$ cat config.mk
export PLATFORM = sky130hd
export DESIGN_NAME = dim_monitor
export DESIGN_NICKNAME = d
export VERILOG_FILES = /design/src/hw/dim_pkg.sv /design/src/hw/dim_monitor.sv
export VERILOG_INCLUDE_DIRS = /design/src /design/src/hw
export SDC_FILE = /design/constraint.sdc
export NUM_CORES = 1
export LEC_CHECK = 0
export BUFFER_PORTS_ARGS = -buffer_cell sky130_fd_sc_hd__buf_2
export CORE_UTILIZATION = 49
export DETAILED_ROUTE_END_ITERATION = 12
export GPL_ROUTABILITY_DRIVEN = 0
export GPL_TIMING_DRIVEN = 1
export PLACE_DENSITY = 0.68
export SLEW_MARGIN = 15
export SYNTH_ARGS = -nofsm -noshare
export SYNTH_HDL_FRONTEND = slang
export SYNTH_SLANG_ARGS = --single-unit
$ cat constraint.sdc
create_clock -name clk -period 11.3 [get_ports clk]
set_input_delay 0.565 -clock clk [delete_from_list [all_inputs] [get_ports clk]]
set_output_delay 0.565 -clock clk [all_outputs]
set_load 0.01 [all_outputs]
$ cat src/hw/dim_cfg.svh
`ifndef DIM_CFG_SVH
`define DIM_CFG_SVH

// -------------------------------------------------------------
// register map (byte addresses, one word each)
// -------------------------------------------------------------
`define DIM_OFS_CTRL 12'h000
`define DIM_OFS_JOG_STEP 12'h004
`define DIM_OFS_INC_TOL 12'h008
`define DIM_OFS_DIR_TOL 12'h00c
`define DIM_OFS_STATUS 12'h010
`define DIM_OFS_TRAVEL 12'h014

// -------------------------------------------------------------
// field positions
// -------------------------------------------------------------
`define DIM_CTRL_POS_MODE 0
`define DIM_CTRL_ALARM_CLR 1
`define DIM_ST_INC_OK 0
`define DIM_ST_DIR_OK 1
`define DIM_ST_ALARM 2
`define DIM_ST_INC_ACTIVE 3

// -------------------------------------------------------------
// reset values
// -------------------------------------------------------------
`define DIM_RST_JOG_STEP 32'h0000_0000
`define DIM_RST_TOL 32'h0000_0000

`endif

$ cat src/hw/dim_pkg.sv
`default_nettype none

package dim_pkg;
  // increment monitor sequencing
  typedef enum logic [1:0] {
    DIM_IDLE,
    DIM_RUN,
    DIM_TRIP
  } dim_state_t;

  // ahb-lite request captured in the address phase
  typedef struct packed {
    logic valid;
    logic write;
    logic [11:0] addr;
  } dim_req_t;

  // sampled axis inputs
  typedef struct packed {
    logic signed [31:0] speed;
    logic signed [31:0] pos;
  } dim_axis_t;
endpackage

`default_nettype wire

$ cat src/hw/dim_monitor.sv
// How it works
// - jog active: track direction, accumulate relative travel
// - increment HI: direction matches, travel below limit
// - increment LO: opposing motion or travel over limit
// - both requests at once raise alarm
// - increment monitor idle until a request
// - jog-step limit register bounds relative travel
// - reverse-travel tolerance before increment trips
// - direction HI: speed not against request
// - direction LO: speed strictly against request
// - config selects speed or position evaluation
// - direction tolerance absorbs small reverse motion
//
// Chosen here: the AHB-Lite slave port and the address map.
`timescale 1ns/10ps
`default_nettype none
`include "dim_cfg.svh"

module dim_monitor (
  input wire logic clk, // 125 mhz system clock
  input wire logic nrst, // asynchronous reset, active low
  input wire logic sync_clear, // synchronous clear from the drive
  input wire logic mon_tick, // cyclic monitoring enable pulse
  input wire logic signed [31:0] axis_speed, // normalised speed from encoder interface
  input wire logic signed [31:0] axis_pos, // normalised position from encoder interface
  input wire logic right_direction_request, // from safety program
  input wire logic left_direction_request, // from safety program
  input wire logic hsel, // ahb-lite select
  input wire logic [31:0] haddr, // ahb-lite address
  input wire logic [1:0] htrans, // ahb-lite transfer type
  input wire logic hwrite, // ahb-lite direction
  input wire logic [2:0] hsize, // ahb-lite size
  input wire logic [31:0] hwdata, // ahb-lite write data
  input wire logic hready, // ahb-lite bus ready
  output logic [31:0] hrdata, // ahb-lite read data
  output logic hreadyout, // ahb-lite slave ready
  output logic hresp, // ahb-lite response, always okay
  output logic limited_increment_monitor, // increment monitor enable
  output logic direction_monitor, // direction monitor enable
  output logic alarm // impermissible request pair
);

  // -------------------------------------------------------------
  // input synchronisers
  // -------------------------------------------------------------
  // requests come from another logic domain, so two flops each
  logic [1:0] req_meta;
  logic [1:0] req_sync;
  dim_pkg::dim_axis_t axis_meta;
  dim_pkg::dim_axis_t axis_sync;

  // two stage synchroniser for the direction requests and axis words
  always_ff @(posedge clk or negedge nrst) begin
    if (!nrst) begin
      req_meta <= 2'h0;
      req_sync <= 2'h0;
      axis_meta <= '0;
      axis_sync <= '0;
    end else begin
      req_meta <= {left_direction_request, right_direction_request};
      req_sync <= req_meta;
      axis_meta <= {axis_speed, axis_pos};
      axis_sync <= axis_meta;
    end
  end

  wire req_right = req_sync[0];
  wire req_left = req_sync[1];

  // -------------------------------------------------------------
  // configuration registers
  // -------------------------------------------------------------
  logic pos_mode; // 1: direction monitor evaluates position
  logic [31:0] jog_step; // maximum relative travel
  logic [31:0] inc_tol; // reverse travel tolerance, increment monitor
  logic [31:0] dir_tol; // reverse tolerance, direction monitor

  // -------------------------------------------------------------
  // ahb-lite slave
  // -------------------------------------------------------------
  dim_pkg::dim_req_t req_q; // latched address phase
  wire addr_phase = hsel && hready && htrans[1];
  wire wr_go = req_q.valid && req_q.write;
  wire rd_go = addr_phase && !hwrite;

  // capture the address phase for the following data phase
  always_ff @(posedge clk or negedge nrst) begin
    if (!nrst) begin
      req_q <= '0;
    end else if (hready) begin
      req_q <= '{valid: addr_phase, write: hwrite, addr: haddr[11:0]};
    end
  end

  // register writes land in the data phase; zero wait states
  logic alarm_clr_wr;
  assign alarm_clr_wr = wr_go && (req_q.addr == `DIM_OFS_CTRL) && hwdata[`DIM_CTRL_ALARM_CLR];

  always_ff @(posedge clk or negedge nrst) begin
    if (!nrst) begin
      pos_mode <= 1'b0;
      jog_step <= `DIM_RST_JOG_STEP;
      inc_tol <= `DIM_RST_TOL;
      dir_tol <= `DIM_RST_TOL;
    end else if (wr_go) begin
      if (req_q.addr == `DIM_OFS_CTRL) begin
        pos_mode <= hwdata[`DIM_CTRL_POS_MODE];
      end
      if (req_q.addr == `DIM_OFS_JOG_STEP) begin
        jog_step <= hwdata;
      end
      if (req_q.addr == `DIM_OFS_INC_TOL) begin
        inc_tol <= hwdata;
      end
      if (req_q.addr == `DIM_OFS_DIR_TOL) begin
        dir_tol <= hwdata;
      end
    end
  end

  // -------------------------------------------------------------
  // increment monitor
  // -------------------------------------------------------------
  dim_pkg::dim_state_t state;
  dim_pkg::dim_state_t next_state;
  logic signed [31:0] start_pos; // position at activation
  logic [31:0] travel; // relative travel along request
  logic [31:0] reverse; // travel against request

  // magnitude of a signed word
  function automatic logic [31:0] dim_abs(input logic signed [31:0] v);
    dim_abs = v[31] ? 32'(-v) : 32'(v);
  endfunction

  wire one_req = req_right ^ req_left;
  wire both_req = req_right && req_left;
  wire signed [31:0] delta = 32'(axis_sync.pos - start_pos);
  // direction of travel from the position delta
  wire moved_right = !delta[31] && (delta != 32'h0000_0000);
  wire moved_left = delta[31];
  wire [31:0] along = (req_right && moved_right) || (req_left && moved_left) ? dim_abs(delta) : 32'h0000_0000;
  wire [31:0] against = (req_right && moved_left) || (req_left && moved_right) ? dim_abs(delta) : 32'h0000_0000;
  wire spd_pos = !axis_sync.speed[31] && (axis_sync.speed != 32'h0000_0000);
  wire spd_neg = axis_sync.speed[31];
  // speed matches request and travel under limit
  wire inc_good = ((spd_neg && req_left) || (spd_pos && req_right)) && (travel < jog_step);
  // over limit, or reverse beyond tolerance
  wire inc_bad = (travel > jog_step) || (reverse > inc_tol);

  // next state of the increment sequencer
  always_comb begin
    next_state = state;
    unique case (state)
      dim_pkg::DIM_IDLE: if (one_req) next_state = dim_pkg::DIM_RUN;
      dim_pkg::DIM_RUN: begin
        if (!one_req) next_state = dim_pkg::DIM_IDLE;
        else if (inc_bad) next_state = dim_pkg::DIM_TRIP;
      end
      dim_pkg::DIM_TRIP: if (!one_req) next_state = dim_pkg::DIM_IDLE;
    endcase
  end

  // sequencer and travel accumulation, once per monitoring tick
  always_ff @(posedge clk or negedge nrst) begin
    if (!nrst) begin
      state <= dim_pkg::DIM_IDLE;
      start_pos <= '0;
      travel <= 32'h0000_0000;
      reverse <= 32'h0000_0000;
      limited_increment_monitor <= 1'b0;
    end else if (sync_clear) begin
      state <= dim_pkg::DIM_IDLE;
      travel <= 32'h0000_0000;
      reverse <= 32'h0000_0000;
      limited_increment_monitor <= 1'b0;
    end else if (mon_tick) begin
      state <= next_state;
      if (state == dim_pkg::DIM_IDLE) begin
        start_pos <= axis_sync.pos; // travel measured from start
        travel <= 32'h0000_0000;
        reverse <= 32'h0000_0000;
      end else begin
        travel <= along;
        reverse <= against;
      end
      // HI only while running and in range
      limited_increment_monitor <= (next_state == dim_pkg::DIM_RUN) && (state == dim_pkg::DIM_RUN) && inc_good;
    end
  end

  // -------------------------------------------------------------
  // direction monitor
  // -------------------------------------------------------------
  // position mode compares travel since start; speed mode speed itself
  wire [31:0] rev_mag = pos_mode ? reverse : dim_abs(axis_sync.speed);
  wire spd_against = (spd_neg && req_right) || (spd_pos && req_left);
  wire pos_against = reverse != 32'h0000_0000;
  wire dir_against = pos_mode ? pos_against : spd_against;
  // low without a single request; trip only when reverse exceeds tolerance
  wire dir_good = one_req && !(dir_against && (rev_mag > dir_tol));

  // direction output, evaluated once per tick
  always_ff @(posedge clk or negedge nrst) begin
    if (!nrst) begin
      direction_monitor <= 1'b0;
    end else if (sync_clear) begin
      direction_monitor <= 1'b0;
    end else if (mon_tick) begin
      direction_monitor <= dir_good;
    end
  end

  // -------------------------------------------------------------
  // alarm
  // -------------------------------------------------------------
  // sticky; a new both-request event wins over a software clear
  always_ff @(posedge clk or negedge nrst) begin
    if (!nrst) begin
      alarm <= 1'b0;
    end else if (sync_clear) begin
      alarm <= 1'b0;
    end else if (both_req) begin
      alarm <= 1'b1;
    end else if (alarm_clr_wr) begin
      alarm <= 1'b0;
    end
  end

  // -------------------------------------------------------------
  // read path
  // -------------------------------------------------------------
  wire [31:0] status_word = {28'h000_0000, state != dim_pkg::DIM_IDLE, alarm, direction_monitor,
    limited_increment_monitor};
  logic [31:0] rd_mux;

  // read mux; unmapped addresses read zero
  always_comb begin
    unique case (haddr[11:0])
      `DIM_OFS_CTRL: rd_mux = {31'h0000_0000, pos_mode};
      `DIM_OFS_JOG_STEP: rd_mux = jog_step;
      `DIM_OFS_INC_TOL: rd_mux = inc_tol;
      `DIM_OFS_DIR_TOL: rd_mux = dir_tol;
      `DIM_OFS_STATUS: rd_mux = status_word;
      `DIM_OFS_TRAVEL: rd_mux = travel;
      default: rd_mux = 32'h0000_0000;
    endcase
  end

  // read data registered at the address phase so it stands in the data phase
  always_ff @(posedge clk or negedge nrst) begin
    if (!nrst) begin
      hrdata <= 32'h0000_0000;
      hreadyout <= 1'b0;
      hresp <= 1'b0;
    end else begin
      hreadyout <= 1'b1;
      hresp <= 1'b0;
      if (rd_go) hrdata <= rd_mux;
    end
  end
endmodule

`default_nettype wire

==> results of run 1 <==
worst max path at each step:
stage	from	endpoint	slack [ns]	depth (start not counted)
floorplan	axis_sync[42]	direction_monitor	6.86	17
global placement	axis_sync[42]	direction_monitor	6.19	17
detailed placement	axis_sync[42]	direction_monitor	6.13	17
CTS	axis_sync[42]	direction_monitor	6.12	17
global route	axis_sync[42]	direction_monitor	5.81	17
finish	axis_sync[42]	direction_monitor	6.00	17
flip-flops by register name, summed over array words and instances, names as in the netlist:
name and cells:
limited_increment_monitor 1, alarm 1, axis_meta 64, hreadyout 1
inc_tol 32, hrdata 32, req_q 14, req_sync 2
travel 32, reverse 32, axis_sync 64, start_pos 32
req_meta 2, state 2, direction_monitor 1, dir_tol 32
pos_mode 1, jog_step 32
stage by stage:
stage	instance area [µm²]	setup slack, ns	hold WS (ns)	power, W
6_report	22220	6.003	0.03560	0.003792
2_1_floorplan	19590	6.858	0.2694	0.002146
3_3_place_gp	20820	6.187	0.3324	0.002393
5_1_grt	22220	5.812	0.08441	0.003969
4_1_cts	22220	6.115	0.08119	0.003809
3_5_place_dp	20820	6.133	0.3347	0.002416
cell usage in the layout, fill, tap and decap left out, types with 20 or more instances in the layout:
cell type	n
dfrtp_1	377
nand2_1	278
buf_2	152
o21ai_0	149
inv_1	148
ha_1	134
mux2_2	79
nor2_1	63
a21oi_1	61
xor2_1	47
o21ai_1	44
clkbuf_16	43
nand4_1	39
a22o_1	36
a21o_1	34
nand3_1	33
a222oi_1	28
xnor2_1	22
nor3_1	22
nor4_1	20
synthesized netlist by cell type, types with 7 or more instances:
master / instances / area share, %
nor3_1: 22 / 0.56
inv_1: 148 / 2.8
dfrtp_1: 377 / 48
buf_1: 8 / 0.15
a32o_1: 19 / 0.97
xnor2_1: 22 / 0.98
o21a_1: 13 / 0.50
a211oi_1: 10 / 0.38
a31oi_1: 9 / 0.29
o21ai_0: 149 / 3.8
or4_1: 7 / 0.27
clkbuf_1: 65 / 1.2
a22o_1: 36 / 1.6
nand2b_1: 7 / 0.22
mux2_2: 79 / 4.5
o21ai_1: 44 / 1.1
nor2_1: 68 / 1.3
nor2b_1: 8 / 0.26
o31ai_1: 18 / 0.69
nand4_1: 39 / 1.2
mux2i_1: 10 / 0.51
nand2_1: 278 / 5.3
buf_2: 16 / 0.41
and3_1: 12 / 0.38
nor4_1: 21 / 0.67
xor2_1: 47 / 2.1
or3_1: 11 / 0.35
ha_1: 134 / 8.6
a222oi_1: 28 / 1.4
a21o_1: 34 / 1.3
nand3_1: 33 / 0.84
a21oi_1: 61 / 1.6
metal layers:
layer / vias to the layer above / global-route usage, % / wire, µm
li1: 7181 / - / -
met1: 7519 / 36.26 / 23490
met2: 556 / 39.68 / 23140
met3: 106 / 4.531 / 3827
met4: 4 / 9.740 / 1720
met5: - / 0 / 26
area by class of cell:
type,instances,share of cell area [%]
Inverter,148,2.500
Clock inverter,15,0.8783
Timing Repair Buffer,168,4.054
Multi-Input combinational cell,1328,41.77
Sequential cell,377,42.45
Clock buffer,56,5.422
Antenna cell,1,0.01126
Tap cell,518,2.916
logic make-up (layout without fill, tap and decap cells):
logic type,after synthesis,in the layout,share of synthesized area (%)
AOI/OAI and AO/OA,490,490,17.06
xor gates and xnor gates,70,70,3.168
adders and majority gates,135,135,8.662
buffers and inverters,238,387,4.683
DFF,377,377,48.17
muxes,90,90,5.168
other,2,3,0.03834
and+or+nand+nor,541,541,13.05
power breakdown:
group / leakage, nW / internal, W / switching (W)
combinational: 5.56 / 0.000323 / 0.000596
clock: 0.687 / 0.000838 / 0.000544
sequential: 4.45 / 0.00143 / 0.0000615
==> metrics.md, run 1 <==
| Metric | Value |
|---|---|
| Status | finished, final reports clean |
| CTS Buf Count | slightly above 40 |
| Non-Filler Instances | between 2,000 and 3,000 |
| Seq cells post-synth | about 380 |
| First-pass GRT wire length | 81.88 mm |
| Resized Gates After CTS | 0 |
| Area Growth Syn to Fin | 13.46% |
| Die Width | 201.9 µm |
| Sink Count | 377 |
| Final period util | 46.88% |
| Ports | 179 |
| Die ar. | 40,780 µm² |
| TritonCTS clock tree | built |
| Worst-Skew Late Latency | 0.56 ns |
| Final Max Slew Viols | 0 |
| Register Area | 9434 µm² |
| Final hold vios | 0 |
| Sequential share of the synthesized area | 48.17% |
| PD cells | ~170 nW/µm² |
| Fraction of layout cells with a size suffix above 1 | 16.78% |
| Setup crit start kind | flip-flop |
| Max_cap viols | 0 |
| Clock Path Buffers | 3 |
| Least-Margin Pin Slew | 1.003 ns |
| Worst path bufs/invs | 1 |
| # fillers | 3,388 |
| Post-CTS setup buffer count | 0 |
| Max H-tree Level | 2 |
| Largest net degree at the start of global routing | 189 |
| Final Skew | 0.02008 ns |
| P_leak | 10.70 nW |
| PortBufs | 153 |
| CP max FO | 5 |
| Via Count | 15,366 |
| Arrival time of the worst setup path | ~5.8 ns |
| GRT overflow | 0 |
| Final wirelength | between 50 and 60 mm |
| Setup TNS | 0 ns |
| Multi-input gate area | 9281 µm² |
| Max VDD drop | 0.0001308 V |
| Worst path required time | 11.78 ns |
| R2R depth | 17 |
| R2R Path Start | axis_sync[42] |
| Crit-path max cell delay | 0.63 ns |
| Reg2reg end | direction_monitor |
| Floorplan row count | 72 |
| CTS hold repair buffers | 0 |
| RSZ-0062 raised after global routing | no |
| Post-synthesis cell area | 19,590 µm² |
| Syn_nets | between 2,000 and 2,500 |
| Worst-path cell with the longest stage delay | nor4_1 |
| Dpl hpwl | 38.60 mm |
| Nets@finish | 2,341 |
| DRT iter0 DRCs | 1,431 |
| Crit-path cells | or4_1 > nor4_1 > inv_1 > or3_1 > or2_2 > or4_1 > o31ai_1 > xor2_1 > o21ai_1 > ha_1 > nand4_1 > nor4_1 > nand2_1 > or3_1 > a31oi_1 > mux2i_1 > o22ai_1 |
| Vert. Die Dim | 201.9 µm |
| Core footprint | 39,010 µm² |
| Vias in the first global route | around 15,000 |
| Critical path capture point type | flip-flop |
| R2R setup slack | 6.00 ns |
| Post-Synthesis Cells | 1,943 |
| Synth Flop Type | dfrtp_1 |
| WL/cell | around 20 µm |
| EDFF count, synth | 0 |
| Post-route ant nets | 0 |
| Initial Utilization | between 50% and 60% |
| Synth Area per Inst | 10.08 µm² |
| Asr flop ratio synth | 100.0% |
| Initial antenna violation count | 3 |
| YS warnings | 0 |
| Post-layout util | 56.97% |
| Final Setup Violations | 0 |
| Vias per Instance | 5.885 |
| Library cells used by synthesis | 80 |
| CP top delay family | simple AND/OR/NAND/NOR gates |
| Drt pass-1 iters | 9 |
| Slew HR | 33.12% |
| Post-placement cell count | 2,539 |
| Fmax | roughly 0.19 GHz |
| Worst Setup Path Type | flip-flop to flip-flop |
| Root Driver | clkbuf_16 |
| Global-route usage over all layers | 25.75% |
| Worst hold path class | input port to asynchronous set/reset pin |
| Worst-path clk slew | approximately 0.06 ns |
| Min Clock Period, post-route | 5.297 ns |
| Drt drc | 0 |
(Power assumes the default switching activity.)
==> run 2, diff against run 1 <==
clock period = 5 ns   (was 11.3 ns; I/O delays follow)
==> run 2 against run 1 <==
Power increased by 130%. Worst setup slack got worse by 5.7 ns. Core utilization increased by 3.2 points. Clock skew about the same. Maximum frequency increased by 14%. Via count increased by 2.9%. Final area increased by 5.6%. Clock-buffer cell count increased by 1. Sequential share of layout area decreased by 2.2 points.
==> metrics.md, run 2 (synthesis results as in run 1) <==
| Metric | Value |
|---|---|
| Post-route ant nets | 0 (unchanged) |
| Worst hold path class | input port to flip-flop |
| Biggest regs | axis_meta: 64 flops, axis_sync: 64 flops |
| Root Driver | clkbuf_16 |
| Drt drc | 0 (unchanged) |
| Min Clock Period, post-route | 4.667 ns (-0.6302 ns) |
| Setup crit start kind | flip-flop |
| Drt pass-1 iters | 7 (-2) |
| Dpl hpwl | 39.07 mm (+1.2%) |
| CP max FO | 5 (unchanged) |
| Ports | 179 (unchanged) |
| Worst-Skew Late Latency | 0.57 ns (about the same) |
| Vias per Instance | 5.790 (-1.6%) |
| PD cells | 368.1 nW/µm² (+120%) |
| P_leak | 11.25 nW (+5.1%) |
| Final Max Slew Viols | 0 (unchanged) |
| Critical path capture point type | flip-flop |
| Leading cell type in the layout, fill and taps excluded | dfrtp_1 |
| Fraction of layout cells with a size suffix above 1 | 16.40% (-0.38 points) |
| Die ar. | 40,780 µm² (unchanged) |
| Status | finished, final reports clean |
| PortBufs | 153 (unchanged) |
| TritonCTS clock tree | built |
| Vert. Die Dim | 201.9 µm (unchanged) |
| WP depth | 17 (unchanged) |
| Clock Path Buffers | 3 (unchanged) |
| Final hold vios | 0 (unchanged) |
| Post-layout util | 60.15% (+3.2 points) |
| DRT iter0 DRCs | 1,478 (+3.3%) |
| Crit-path cells | or4_1 > nor4_2 > inv_1 > or3_1 > or2_2 > or4_1 > o31ai_2 > xor2_1 > o21ai_1 > ha_1 > nand4_1 > nor4_4 > nand2_1 > or3_1 > a31oi_1 > mux2i_1 > o22ai_1 |
| GRT overflow | 0 (unchanged) |
| # diodes | 0 (-1) |
| Floorplan row count | 72 (unchanged) |
| Max VDD drop | 0.0002806 V (+110%) |
| Via Count | 15,819 (+2.9%) |
| Global-route usage over all layers | 26.79% (+1.0 points) |
| Area Growth Syn to Fin | 19.80% |
| CTS Buf Count | 41 (unchanged) |
| Die Width | 201.9 µm (unchanged) |
| Final wirelength | 53.97 mm (+3.4%) |
| Final Skew | 0.02026 ns (+0.0001804 ns) |
| First-pass GRT wire length | 85.06 mm (+3.9%) |
| Commonest non-fill, non-tap cells in the layout | dfrtp_1, nand2_1, buf_2 |
| Initial Utilization | 50.21% (unchanged) |
| Least-Margin Pin Slew | 0.9208 ns (-0.08241 ns) |
| R2R depth | 17 (unchanged) |
| Worst path required time | 5.49 ns (-6.29 ns) |
| Crit-path max cell delay | 0.61 ns (-0.02 ns) |
| Final hold slack | 0.03680 ns (+0.001198 ns) |
| CP top delay family | simple AND/OR/NAND/NOR gates |
| Largest net degree at the start of global routing | 130 (-31%) |
| Final period util | 93.34% (+46 points) |
| Worst path bufs/invs | 1 (unchanged) |
| Worst-path clk slew | 0.06 ns (about the same) |
| Max H-tree Level | 2 (unchanged) |
| Nets@finish | 2,462 (+5.2%) |
| Initial antenna violation count | 6 (+3) |
| Final Setup Violations | 0 (unchanged) |
| # fillers | 3,238 (-4.4%) |
| Fmax | 0.2143 GHz (+14%) |
| Cells on Worst Hold Path | 2 |
| Slew HR | 38.05% (+4.9 points) |
| Sink Count | 377 (unchanged) |
| WL/cell | 19.76 µm (-1.2%) |
| Worst Setup Path Type | flip-flop to flip-flop |
| Arrival time of the worst setup path | 5.16 ns (-0.61 ns) |
| Max_cap viols | 0 (unchanged) |
| Vias in the first global route | 15,469 (+5.5%) |
| Core footprint | 39,010 µm² (unchanged) |
| Worst-path cell with the longest stage delay | or4_1 |
==> run 2: changes by cell type in the layout (fill, tap and decap cells not counted), sizes merged <==
| cell | before | now |
|---|---|---|
| buf | 168 | 175 |
| bufinv | 4 | 3 |
| clkbuf | 56 | 57 |
| clkinv | 6 | 8 |
| clkinvlp | 2 | 1 |
| diode | 1 | 0 |
| dlygate4sd3 | 0 | 114 |
==> run 2: area by class of cell <==
type	instances	area, µm²	share of cell area (%)
inverter	148	555.5	2.368
clock buffer	57	1229	5.236
multi-input combinational	1328	9310	39.68
timing repair buffer	289	2120	9.033
clock inverter	15	167.7	0.7146
sequential	377	9434	40.21
tap	518	648.1	2.762
==> run 2: what timing repair did <==
| action | in CTS | in global routing |
|---|---|---|
| setup endpoints to repair | 0 | 1 |
| hold buffers | 114 | 0 |
| buffers inserted | 0 | 0 |
| resized for setup | 0 | 5 |
| hold endpoints to repair | 271 | 0 |
==> run 2: final timing paths <==
kind,end,slack [ns],from
worst max-delay path,direction_monitor,0.33,axis_sync[42]
worst min register to register,axis_sync[11],0.34,axis_meta[11]
worst max register to register,direction_monitor,0.33,axis_sync[42]
worst min-delay path,req_q[4],0.04,haddr[4]
min in group asynchronous,hrdata[13],0.30,nrst
max in group asynchronous,start_pos[23],3.41,nrst
==> run 2: power breakdown <==
group | switching (W) | internal, W | total [W]
Combinational | 0.00135 | 0.000803 | 0.00216
Sequential | 0.000141 | 0.00323 | 0.00337
Clock | 0.00124 | 0.00187 | 0.00311
Total | 0.00273 | 0.00591 | 0.00864
==> run 2: metal layers <==
layer	global-route usage, %	vias up	part of all wire (%)	wire length (µm)
met5	0	-	0.015	8
met4	9.876	2	3.0	1627
met3	5.950	111	8.5	4582
met2	41.46	619	45	24170
met1	36.87	7661	44	23580
li1	-	7426	-	-
==> run 2: metrics by stage <==
| stage | TNS, ns | std cells | setup slack [ns] | total power (W) | instance area (µm²) |
|---|---|---|---|---|---|
| 3_5_place_dp | 0 | 2546 | 0.09976 | 0.005462 | 20900 |
| 6_report | 0 | 2732 | 0.3332 | 0.008638 | 23460 |
| 4_1_cts | 0 | 2732 | 0.06652 | 0.008661 | 23430 |
| 5_1_grt | -0.01818 | 2732 | -0.01818 | 0.009039 | 23460 |
| 3_3_place_gp | 0 | 2546 | 0.1795 | 0.005407 | 20900 |
| 2_1_floorplan | 0 | 1943 | 0.5582 | 0.004849 | 19590 |
